==> src/logic/asm_cfg.svh <==
// register offsets, field positions and reset values of the channel slot map
`ifndef ASM_CFG_SVH
`define ASM_CFG_SVH

`define ASM_OFS_CHAN1_SLOT_MAP 8'h0b
`define ASM_OFS_CHAN2_SLOT_MAP 8'h0c
`define ASM_OFS_CHAN3_SLOT_MAP 8'h0d
`define ASM_RST_CHAN1_SLOT_MAP 8'h00
`define ASM_RST_CHAN2_SLOT_MAP 8'h01
`define ASM_RST_CHAN3_SLOT_MAP 8'h02
`define ASM_WR_MASK            8'h7f
`define ASM_PIN_SEL_BIT        6
`define ASM_SLOT_MSB           5
`define ASM_SLOT_HALF_BIT      5
`define ASM_SLOT_W             6
`define ASM_NUM_CHAN           3

`endif

==> src/logic/asm_pkg.sv <==
// types shared by the channel slot map modules
package asm_pkg;
	typedef enum logic [1:0] {
		ASM_FMT_TDM,
		ASM_FMT_I2S,
		ASM_FMT_LJ
	} asm_format_type;

	typedef logic [5:0] asm_slot_type;
endpackage

==> src/logic/asm_map_if.sv <==
// carrier of the per-channel slot numbers and pin selects
`timescale 1ns/10ps
`default_nettype none
interface asm_map_if;
	asm_pkg::asm_slot_type slot_number [3];
	logic                  pin_select  [3];

	modport regs (output slot_number, output pin_select);
	modport core (input slot_number, input pin_select);
endinterface
`default_nettype wire

==> src/logic/asm_regs.sv <==
// three slot map registers with a byte-wide write and read port
`timescale 1ns/10ps
`default_nettype none
`include "asm_cfg.svh"
module asm_regs (
	// clock and reset
	input  wire logic       i_clk,
	input  wire logic       i_rst_b,
	// register port
	input  wire logic       i_wr,
	input  wire logic       i_rd,
	input  wire logic [7:0] i_addr,
	input  wire logic [7:0] i_wdata,
	output logic      [7:0] o_rdata,
	// decoded fields
	asm_map_if.regs         map
);
	// ==========================================================
	// storage
	logic [7:0] reg_q [3];
	logic [7:0] reg_d [3];
	logic [7:0] rdata_q;
	logic [7:0] rdata_d;

	function automatic logic [1:0] decode(input logic [7:0] a, output logic hit);
		hit    = 1'b1;
		decode = 2'd0;
		unique case (a)
			`ASM_OFS_CHAN1_SLOT_MAP: decode = 2'd0;
			`ASM_OFS_CHAN2_SLOT_MAP: decode = 2'd1;
			`ASM_OFS_CHAN3_SLOT_MAP: decode = 2'd2;
			default:                 hit = 1'b0;
		endcase
	endfunction

	always_comb begin
		logic [1:0] idx;
		logic       hit;
		idx     = decode(i_addr, hit);
		reg_d   = reg_q;
		rdata_d = rdata_q;
		if (i_wr && hit) begin
			reg_d[idx] = i_wdata & `ASM_WR_MASK;
		end
		if (i_rd) begin
			// unmapped offsets read as zero
			rdata_d = hit ? reg_q[idx] : 8'h00;
		end
	end

	always_ff @(posedge i_clk or negedge i_rst_b) begin
		if (!i_rst_b) begin
			reg_q[0] <= `ASM_RST_CHAN1_SLOT_MAP;
			reg_q[1] <= `ASM_RST_CHAN2_SLOT_MAP;
			reg_q[2] <= `ASM_RST_CHAN3_SLOT_MAP;
			rdata_q  <= 8'h00;
		end else begin
			reg_q   <= reg_d;
			rdata_q <= rdata_d;
		end
	end

	always_comb begin
		for (int c = 0; c < `ASM_NUM_CHAN; c++) begin
			map.slot_number[c] = reg_q[c][`ASM_SLOT_MSB:0];
			map.pin_select[c]  = reg_q[c][`ASM_PIN_SEL_BIT];
		end
	end

	assign o_rdata = rdata_q;
endmodule // asm_regs
`default_nettype wire

==> src/logic/asm_slot_map.sv <==
// transmit slot and pin mapping of the audio serial port, channels 1 to 3
`timescale 1ns/10ps
`default_nettype none
`include "asm_cfg.svh"
module asm_slot_map #(
	parameter int SLOT_BITS = 32
) (
	// clock and reset
	input  wire logic                 I_CLK_SYS,
	input  wire logic                 I_RST_B,
	// register port
	input  wire logic                 I_REG_WR,
	input  wire logic                 I_REG_RD,
	input  wire logic [7:0]           I_REG_ADDR,
	input  wire logic [7:0]           I_REG_WDATA,
	output logic      [7:0]           O_REG_RDATA,
	// frame settings
	input  wire logic [1:0]           I_FORMAT,
	input  wire logic                 I_TX_FILL,
	// serial link inputs
	input  wire logic                 I_BCLK,
	input  wire logic                 I_FSYNC,
	// sample words from the converter datapath
	input  wire logic [SLOT_BITS-1:0] I_CH1_WORD,
	input  wire logic [SLOT_BITS-1:0] I_CH2_WORD,
	input  wire logic [SLOT_BITS-1:0] I_CH3_WORD,
	// serial outputs
	output logic                      O_PRI_DOUT,
	output logic                      O_PRI_OE,
	output logic                      O_SEC_DOUT,
	output logic                      O_SEC_OE
);
	localparam int BIT_W = $clog2(SLOT_BITS);
	localparam int CNT_W = `ASM_SLOT_W + BIT_W;

	// ==========================================================
	// register file
	asm_map_if map ();

	asm_regs u_regs (
		.i_clk   (I_CLK_SYS),
		.i_rst_b (I_RST_B),
		.i_wr    (I_REG_WR),
		.i_rd    (I_REG_RD),
		.i_addr  (I_REG_ADDR),
		.i_wdata (I_REG_WDATA),
		.o_rdata (O_REG_RDATA),
		.map     (map.regs)
	);

	// ==========================================================
	// link synchronisers
	// the bit clock is slow next to the system clock, so edges are found by sampling
	logic [2:0] bclk_q;
	logic [2:0] fsync_q;

	always_ff @(posedge I_CLK_SYS or negedge I_RST_B) begin
		if (!I_RST_B) begin
			bclk_q  <= 3'h0;
			fsync_q <= 3'h0;
		end else begin
			bclk_q  <= {bclk_q[1:0], I_BCLK};
			fsync_q <= {fsync_q[1:0], I_FSYNC};
		end
	end

	logic bclk_rise;
	logic bclk_fall;
	logic fsync_s;
	assign bclk_rise = bclk_q[1] & ~bclk_q[2];
	assign bclk_fall = ~bclk_q[1] & bclk_q[2];
	assign fsync_s   = fsync_q[1];

	// ==========================================================
	// slot match
	function automatic logic chan_hit(
		input asm_pkg::asm_format_type fmt,
		input asm_pkg::asm_slot_type   slot,
		input logic [CNT_W-1:0]        cnt,
		input logic                    half
	);
		chan_hit = 1'b0;
		unique case (fmt)
			asm_pkg::ASM_FMT_TDM: begin
				chan_hit = (slot == cnt[CNT_W-1 -: `ASM_SLOT_W]);
			end
			default: begin
				// positions past slot 31 of a half carry no word
				chan_hit = !cnt[CNT_W-1]
					&& (slot[`ASM_SLOT_HALF_BIT] == half)
					&& (slot[4:0] == cnt[CNT_W-2 -: 5]);
			end
		endcase
	endfunction

	// ==========================================================
	// frame tracking and serial output
	asm_pkg::asm_format_type fmt;
	logic                    fs_prev_q;
	logic                    fs_prev_d;
	logic                    half_q;
	logic                    half_d;
	logic                    pend_q;
	logic                    pend_d;
	logic                    pend_half_q;
	logic                    pend_half_d;
	logic [CNT_W-1:0]        cnt_q;
	logic [CNT_W-1:0]        cnt_d;
	logic [SLOT_BITS-1:0]    word_q [3];
	logic [SLOT_BITS-1:0]    word_d [3];
	logic                    pri_dout_q;
	logic                    pri_dout_d;
	logic                    pri_oe_q;
	logic                    pri_oe_d;
	logic                    sec_dout_q;
	logic                    sec_dout_d;
	logic                    sec_oe_q;
	logic                    sec_oe_d;

	always_comb begin
		unique case (I_FORMAT)
			2'h0:    fmt = asm_pkg::ASM_FMT_TDM;
			2'h1:    fmt = asm_pkg::ASM_FMT_I2S;
			default: fmt = asm_pkg::ASM_FMT_LJ;
		endcase
	end

	always_comb begin
		logic             rise;
		logic             fall;
		logic             left_start;
		logic             right_start;
		logic             pri_hit;
		logic             sec_hit;
		logic [BIT_W-1:0] bit_idx;
		logic             capture;
		rise        = fsync_s & ~fs_prev_q;
		capture     = 1'b0;
		fall        = ~fsync_s & fs_prev_q;
		left_start  = 1'b0;
		right_start = 1'b0;
		pri_hit     = 1'b0;
		sec_hit     = 1'b0;
		bit_idx     = BIT_W'(SLOT_BITS - 1) - cnt_q[BIT_W-1:0];
		fs_prev_d   = fs_prev_q;
		half_d      = half_q;
		pend_d      = pend_q;
		pend_half_d = pend_half_q;
		cnt_d       = cnt_q;
		word_d      = word_q;
		pri_dout_d  = pri_dout_q;
		pri_oe_d    = pri_oe_q;
		sec_dout_d  = sec_dout_q;
		sec_oe_d    = sec_oe_q;
		unique case (fmt)
			asm_pkg::ASM_FMT_TDM: left_start = rise;
			asm_pkg::ASM_FMT_I2S: begin
				left_start  = fall;
				right_start = rise;
			end
			default: begin
				left_start  = rise;
				right_start = fall;
			end
		endcase
		// frame sync and data counters move on the sampling edge
		if (bclk_rise) begin
			fs_prev_d = fsync_s;
			cnt_d     = cnt_q + CNT_W'(1);
			pend_d    = 1'b0;
			// an I2S half starts one bit late: the bit under the sync edge still
			// belongs to the half before it, so the restart waits one edge
			if (pend_q) begin
				cnt_d   = '0;
				half_d  = pend_half_q;
				capture = ~pend_half_q;
			end
			if (left_start || right_start) begin
				if (fmt == asm_pkg::ASM_FMT_I2S) begin
					pend_d      = 1'b1;
					pend_half_d = right_start;
				end else begin
					cnt_d   = '0;
					half_d  = right_start;
					capture = left_start;
				end
			end
			if (capture) begin
				word_d[0] = I_CH1_WORD;
				word_d[1] = I_CH2_WORD;
				word_d[2] = I_CH3_WORD;
			end
		end
		// outputs change on the transmit edge; channel 1 wins a clash on one pin
		if (bclk_fall) begin
			pri_dout_d = 1'b0;
			sec_dout_d = 1'b0;
			for (int c = `ASM_NUM_CHAN - 1; c >= 0; c--) begin
				if (chan_hit(fmt, map.slot_number[c], cnt_q, half_q)) begin
					if (map.pin_select[c]) begin
						sec_hit    = 1'b1;
						sec_dout_d = word_q[c][bit_idx];
					end else begin
						pri_hit    = 1'b1;
						pri_dout_d = word_q[c][bit_idx];
					end
				end
			end
			// unused cycles: zero when fill is clear, released when set
			pri_oe_d = pri_hit | ~I_TX_FILL;
			sec_oe_d = sec_hit | ~I_TX_FILL;
		end
	end

	always_ff @(posedge I_CLK_SYS or negedge I_RST_B) begin
		if (!I_RST_B) begin
			fs_prev_q  <= 1'b0;
			half_q     <= 1'b0;
			pend_q     <= 1'b0;
			pend_half_q <= 1'b0;
			cnt_q      <= '0;
			word_q[0]  <= '0;
			word_q[1]  <= '0;
			word_q[2]  <= '0;
			pri_dout_q <= 1'b0;
			pri_oe_q   <= 1'b0;
			sec_dout_q <= 1'b0;
			sec_oe_q   <= 1'b0;
		end else begin
			fs_prev_q  <= fs_prev_d;
			half_q     <= half_d;
			pend_q     <= pend_d;
			pend_half_q <= pend_half_d;
			cnt_q      <= cnt_d;
			word_q     <= word_d;
			pri_dout_q <= pri_dout_d;
			pri_oe_q   <= pri_oe_d;
			sec_dout_q <= sec_dout_d;
			sec_oe_q   <= sec_oe_d;
		end
	end

	assign O_PRI_DOUT = pri_dout_q;
	assign O_PRI_OE   = pri_oe_q;
	assign O_SEC_DOUT = sec_dout_q;
	assign O_SEC_OE   = sec_oe_q;
endmodule // asm_slot_map
`default_nettype wire
==> config.mk <==
export PLATFORM = sky130hd
export DESIGN_NAME = asm_slot_map
export DESIGN_NICKNAME = d
export VERILOG_FILES = /design/src/logic/asm_pkg.sv /design/src/logic/asm_map_if.sv /design/src/logic/asm_regs.sv /design/src/logic/asm_slot_map.sv
export VERILOG_INCLUDE_DIRS = /design/src /design/src/logic
export SDC_FILE = /design/constraint.sdc
export NUM_CORES = 1
export LEC_CHECK = 0
export ABC_AREA = 1
export BUFFER_PORTS_ARGS = -buffer_cell sky130_fd_sc_hd__buf_2
export CORE_MARGIN = 8
export CORE_UTILIZATION = 43
export DETAILED_ROUTE_END_ITERATION = 10
export PLACE_DENSITY_LB_ADDON = 0.05
export SYNTH_ARGS = -nofsm -noshare
export SYNTH_HDL_FRONTEND = slang
export SYNTH_SLANG_ARGS = --single-unit
==> constraint.sdc <==
create_clock -name I_CLK_SYS -period 4.4 [get_ports I_CLK_SYS]
set_clock_uncertainty 0.2 [all_clocks]
set_input_delay 0.66 -clock I_CLK_SYS [delete_from_list [all_inputs] [get_ports I_CLK_SYS]]
set_output_delay 0.66 -clock I_CLK_SYS [all_outputs]
set_load 0.01 [all_outputs]
==> results of run 1 <==
==> per-stage QoR <==
stage               setup slack [ns]  cells  area [um^2]  hold WS, ns
floorplan                       2.41    783         7230        0.131
global placement                1.63   1105         8020        0.133
detailed placement              1.61   1105         8020        0.141
CTS                             1.70   1137         8600        0.119
global route                    1.44   1137         8600        0.119
finish                          1.74   1137         8600        0.136
==> routing by layer <==
| metal | GRT usage | share of wire | vias up |
|---|---|---|---|
| li1 | - | - | 2819 |
| met1 | 0.246 | 0.48 | 2848 |
| met2 | 0.292 | 0.46 | 167 |
| met3 | 0.0510 | 0.054 | 17 |
| met4 | 0.0625 | 0.015 | 0 |
| met5 | 0 | 0 | - |
==> area by class of cell <==
cell class                      count  area (um^2)  share of cell area
Clock inverter                     15          156              0.0182
Tap cell                          220          275              0.0320
Clock buffer                       17          425              0.0495
Inverter                           68          255              0.0297
Timing Repair Buffer              135          694              0.0807
Multi-Input combinational cell    534         3090               0.359
Sequential cell                   148         3710               0.431
==> cells in the mapped netlist, types with 2 or more instances <==
master    count  share of area
nor2_2        2         0.0017
nor3_4        2         0.0045
nor3_1        5         0.0035
buf_4         3         0.0031
nor2_1       34          0.018
buf_6         3         0.0047
o21ai_0      36          0.025
nand3_1      68          0.047
dfrtp_1     146           0.51
dfstp_2       2         0.0073
nand4_1       3         0.0026
mux2_1        5         0.0078
o22ai_1       8         0.0069
a21oi_1      25          0.017
nand2_1     224           0.12
nor3b_1       6         0.0062
o21ai_1       5         0.0035
xnor2_1       3         0.0036
clkbuf_1      3         0.0016
buf_2        24          0.017
mux2_2       89           0.14
nand3_2       2         0.0028
inv_2         4         0.0021
a31oi_1       3         0.0026
o221ai_1      3         0.0036
inv_1        63          0.033
==> cells by family after synthesis <==
group / count (synthesis)
AO/OA/AOI/OAI: 83
XOR/XNOR: 4
adder cells (fa/ha/maj): 1
buffers and inverters: 101
flip-flops: 148
multiplexers: 94
other: 1
AND/OR/NAND/NOR: 351
==> path summary, 6_finish.rpt <==
check	start	end	slack (ns)	cells past startpoint
min in group asynchronous	I_RST_B	word_q[90]$_DFFE_PN0P_	0.16	1
max reg2reg	cnt_q[1]$_DFFE_PN0P_	O_PRI_DOUT$_DFFE_PN0P_	1.74	9
max in group asynchronous	I_RST_B	u_regs.map.slot_number[11]$_DFFE_PN0P_	2.91	2
min	I_FSYNC	fsync_q[0]$_DFF_PN0_	0.14	1
min reg2reg	fsync_q[0]$_DFF_PN0_	fsync_q[1]$_DFF_PN0_	0.15	0
max	cnt_q[1]$_DFFE_PN0P_	O_PRI_DOUT$_DFFE_PN0P_	1.74	9
==> power groups by stage <==
stage                     Combinational [mW]  Sequential (mW)  Clock, mW
after global placement                  1.07             1.93          0
final                                   1.08             1.93       1.44
after detailed placement                1.10             1.95          0
after floorplan                        0.805             1.88          0
after global routing                    1.23             1.97       1.53
after CTS                               1.10             1.93       1.47
==> state kept, by name, indices dropped and copies added (netlist names) <==
signal	cells
O_PRI_OE	1
fsync_q	2
cnt_q	11
u_regs.map.pin_select	3
fs_prev_q	1
pend_half_q	1
O_SEC_DOUT	1
half_q	1
u_regs.o_rdata	7
pend_q	1
u_regs.map.slot_number	18
O_SEC_OE	1
word_q	96
O_PRI_DOUT	1
bclk_q	3
==> qor.yml, run 1 <==
timing:
  rsz0062_at_grt: "no"
  finalCriticalPeriod_ns: 2.66
  setup_tns_ns: 0
  max_clock_freq_mhz: 377
  post-route-period-util: 0.604
  finalSetupViolCount: 0
  worst_pin_slew_ns: 1.09
  relSlewSlack: 0.272
  slew_viol_final: 0
  hold_viol: 0
setup_path:
  worst_setup_path_end_kind: "register"
  cp_data_required_time_ns: 4.56
  start_kind: "register"
  crit_type: "register to register"
  slowest_stage: "nor2_1"
  slowest_delay_ns: 0.88
  crit_fanout: 16
  path_buf_inv: 1
  arrival_ns: 2.82
  cp_cell_sequence: "nor2_1 > a21oi_1 > nand3_1 > nand3_1 > nand3_1 > nand2_1 > inv_1 > nand2_1 > nand2_1"
  cp_top_family: "simple AND/OR/NAND/NOR gates"
power_and_ir_drop:
  swShare: 0.316
  leakage_nw: 4.16
  internal_power_mw: 3.05
  power_density_nw_per_um2: 518
  p_switching_mw: 1.41
  comb_power_share: 0.243
  ir_drop_mv: 0.306
  clockPowerShare: 0.324
  seqPwrFrac: 0.433
  power_mw: 4.45
global_routing:
  grtUsageTotal: 0.187
  grt_max_degree: 117
  grt_pass1_vias: 5953
  grt_pass1_wl_mm: 31.7
  globalRouteOverflowTotal: 0
  antenna_found_initial: 0
yosys:
  synth_mux_area_frac: 0.146
  syn-num-nets: 905
  synth_cell_types: 38
  synth_compound_area_frac: 0.0621
  synth_warnings: 0
  synthAdderAreaFrac: 0.00173
  synth_top_family_by_area: "simple AND/OR/NAND/NOR gates"
  ys_seq_area_frac: 0.513
  synth_top_flop_cell: "dfrtp_1"
  synth_area_per_cell_um2: 9.23
  ys_ff_latch: 148
  synthCells: 783
  synth-xor-area-share: 0.00485
  yosys.area_share.simple: 0.210
  synth_edf_count: 0
  syn_area_um2: 7230
  synth-async-reset-ratio: 1.00
detailed_routing:
  first_iter_violations: 363
  drt_pass1_iterations: 5
  drc_errors: 0
  num_vias: 5851
  routed_wl_mm: 19.3
  routed_via_density: 5.15
  routedWlPerCell_um: 17.0
  antenna_left: 0
die:
  fp.dieW_um: 146
  rows: 47
  core_um2: 16500
  die_h_um: 146
  ios: 133
  initial_utilization: 0.437
  dieArea_um2: 21200
clock_tree:
  hold_buffers: 0
  post-cts-setup-buffer-count: 0
  worstSkewPairLatency_ns: 0.43
  clk_pin_slew_ns: 0.06
  cts_made_buffers: 17
  h-tree-depth: 4
  clock-sinks: 148
  cts_buffer_depth: 2
  cts_tree: "yes"
  cts_resized: 0
  clock-root-buffer: "clkbuf_16"
final_layout:
  syn2layout_area_growth_pct: 19.0
  fin_util: 0.521
  fillerInstances: 1574
  most-common-layout-cells: "224 x nand2_1, 145 x dfrtp_1, 129 x buf_2, 89 x mux2_2, 68 x nand3_1"
  diodes: 0
  drive_gt1_frac: 0.300
  mostFrequentLayoutCell: "nand2_1"
  nets: 1026
hold_path:
  hold_class: "input pin to register"
place:
  gp_congestion: 0.906
  port_buffers: 130
  hpwl_mm: 13.6
run_status:
  status: "finished clean"
flow_run:
  maxCapViolCount: 0
No activity file was read; power rests on OpenSTA's default activity.
==> run 2: changes to the inputs <==
==> constraint.sdc (replaced) <==
create_clock -name I_CLK_SYS -period 2.4 [get_ports I_CLK_SYS]
set_clock_uncertainty 0.2 [all_clocks]
set_input_delay 0.36 -clock I_CLK_SYS [delete_from_list [all_inputs] [get_ports I_CLK_SYS]]
set_output_delay 0.36 -clock I_CLK_SYS [all_outputs]
set_load 0.01 [all_outputs]
==> run 2 against run 1 <==
- via count up 6.6%
- critical endpoint unchanged
- sequential cell count unchanged
- wire length up 5.3%
- clock power up 70%
- largest cell class unchanged
- sequential share of layout area down 5.0 points
- combinational power up 110%
- highest routed layer unchanged
- non-clock buffer count up 114
- first-iteration DRC count down 20%
- worst setup slack worse by 1.4 ns
- count of clock-buffer cells in the layout up 10
==> qor.yml, run 2 (same netlist as run 1, synthesis figures left out) <==
timing:
  relSlewSlack: 0.474  # +0.203
  setup_tns_ns: 0  # unchanged
  max_clock_freq_mhz: 479  # +27%
  hold_viol: 0  # unchanged
  timing.hold.ws_ns: 0.0143  # -0.121 ns
  post-route-period-util: 0.870  # +0.266
  slew_viol_final: 0  # unchanged
  rsz0062_at_grt: "no"
  finalSetupViolCount: 0  # unchanged
  worst_pin_slew_ns: 0.786  # -0.307 ns
  finalCriticalPeriod_ns: 2.09  # -0.568 ns
setup_path:
  cp_data_required_time_ns: 2.56  # -2.00 ns
  worst_setup_path_end_kind: "register"
  cp_common_cell: "nand2_1"
  slowest_stage: "nor2_1"
  slowest_delay_ns: 0.60  # -0.28 ns
  crit_type: "register to register"
  crit_fanout: 12  # -4
  cp_cell_sequence: "inv_1 > nor2_1 > nand2_1 > nand2_1 > nor2_1 > nand2_1 > nand3_1 > nand2_1 > nand2_1 > nand3_1 > nand2_1 > nand2_1"
  path_buf_inv: 1  # unchanged
  start_kind: "register"
  cp_top_family: "simple AND/OR/NAND/NOR gates"
  arrival_ns: 2.25  # -0.57 ns
  r2r-start: "cnt_q[2]$_DFFE_PN0P_"
  startpoint: "cnt_q[2]$_DFFE_PN0P_"
global_routing:
  globalRouteOverflowTotal: 0  # unchanged
  grt_max_degree: 65  # -44%
  antenna_found_initial: 0  # unchanged
  grtUsageTotal: 0.197  # +0.0103
  grt_pass1_wl_mm: 33.7  # +6.5%
  grt_pass1_vias: 6634  # +11%
final_layout:
  fillerInstances: 1461  # -7.2%
  nets: 1140  # +11%
  regMostFlops: "word_q"
  diodes: 0  # unchanged
  mostFrequentLayoutCell: "nand2_1"
  largest_reg_flops: 96  # unchanged
  syn2layout_area_growth_pct: 34.6
  drive_gt1_frac: 0.276  # -0.0242
  most-common-layout-cells: "224 x nand2_1, 145 x dfrtp_1, 129 x buf_2, 100 x dlygate4sd3_1, 89 x mux2_2"
run_status:
  status: "finished clean"
power_and_ir_drop:
  ir_drop_mv: 0.611  # +100%
  power_density_nw_per_um2: 846  # +63%
  leakage_nw: 4.66  # +12%
detailed_routing:
  num_vias: 6238  # +6.6%
  routedWlPerCell_um: 16.3  # -4.3%
  drc_errors: 0  # unchanged
  antenna_left: 0  # unchanged
  routed_wl_mm: 20.3  # +5.3%
  drt_pass1_iterations: 5  # unchanged
  routed_via_density: 4.99  # -3.0%
  first_iter_violations: 292  # -20%
hold_path:
  hold_class: "input pin to register"
  hold_path_startpoint: "I_REG_RD"
die:
  rows: 47  # unchanged
  ios: 133  # unchanged
  initial_utilization: 0.437  # unchanged
  core_um2: 16500  # unchanged
  fp.dieW_um: 146  # unchanged
  dieArea_um2: 21200  # unchanged
  die_h_um: 146  # unchanged
clock_tree:
  cts_tree: "yes"
  cts_buffer_depth: 2  # unchanged
  hold_buffers: 100  # +100
  cts_resized: 0  # unchanged
  clk_pin_slew_ns: 0.06  # about the same
  clock-sinks: 148  # unchanged
  worstSkewPairLatency_ns: 0.42  # about the same
  h-tree-depth: 4  # unchanged
  clock-root-buffer: "clkbuf_16"
  post-cts-setup-buffer-count: 0  # unchanged
  cts_made_buffers: 17  # unchanged
flow_run:
  maxCapViolCount: 0  # unchanged
place:
  hpwl_mm: 14.5  # +6.7%
  gp_congestion: 0.911  # +0.56%
  port_buffers: 130  # unchanged
run 2: cell types whose count changed in the layout (fill, tap and decap cells not counted), sizes merged:
cell	change
buf	+14
bufinv	-2
clkbuf	+10
clkinv	-4
clkinvlp	-2
dlygate4sd3	+100
inv	-3
run 2: layer usage:
layer | track usage | up-vias | part of all wire
met5 | 0 | - | 0
met2 | 0.318 | 167 | 0.47
met3 | 0.0479 | 21 | 0.050
met4 | 0.0630 | 0 | 0.014
li1 | - | 3038 | -
met1 | 0.256 | 3012 | 0.46
run 2: worst register-to-register path, stage by stage, from the launching register on:
cell	delay [ns]
dfrtp_1	0.37
inv_1	0.07
nor2_1	0.60
nand2_1	0.11
nand2_1	0.08
nor2_1	0.04
nand2_1	0.06
nand3_1	0.09
nand2_1	0.14
nand2_1	0.07
nand3_1	0.09
nand2_1	0.06
nand2_1	0.06
run 2: power by group:
part	total, mW	switching, mW	internal (mW)
combinational	2.28	1.20	1.08
clock	2.45	0.971	1.47
sequential	3.51	0.351	3.16
total	8.24	2.52	5.71
run 2: final timing paths:
path | endpoint | slack, ns | depth (start not counted)
min | u_regs.o_rdata[6]$_DFFE_PN0P_ | 0.01 | 2
max in group asynchronous | u_regs.map.slot_number[6]$_DFFE_PN1P_ | 1.06 | 3
max | O_PRI_DOUT$_DFFE_PN0P_ | 0.31 | 12
max reg2reg | O_PRI_DOUT$_DFFE_PN0P_ | 0.31 | 12
min in group asynchronous | word_q[93]$_DFFE_PN0P_ | 0.20 | 2
min reg2reg | bclk_q[1]$_DFF_PN0_ | 0.15 | 0
run 2: cell type report:
type                            count  area (um^2)  share of cell area
Clock inverter                      4         20.0             0.00206
Multi-Input combinational cell    534         3090               0.317
Inverter                           68          255              0.0262
Sequential cell                   148         3710               0.381
Clock buffer                       27          523              0.0537
Tap cell                          220          275              0.0283
Timing Repair Buffer              249         1860               0.191
run 2: through the flow:
stage               setup WS [ns]  utilization  instances  area (um^2)  total power [mW]
floorplan                   0.695            -        783         7230              4.92
global placement            0.341        0.495       1119         8190              5.63
detailed placement          0.300        0.495       1119         8190              5.71
CTS                         0.312        0.589       1250         9730              8.33
global route               0.0640        0.589       1250         9730              8.75
finish                      0.313        0.589       1250         9730              8.24
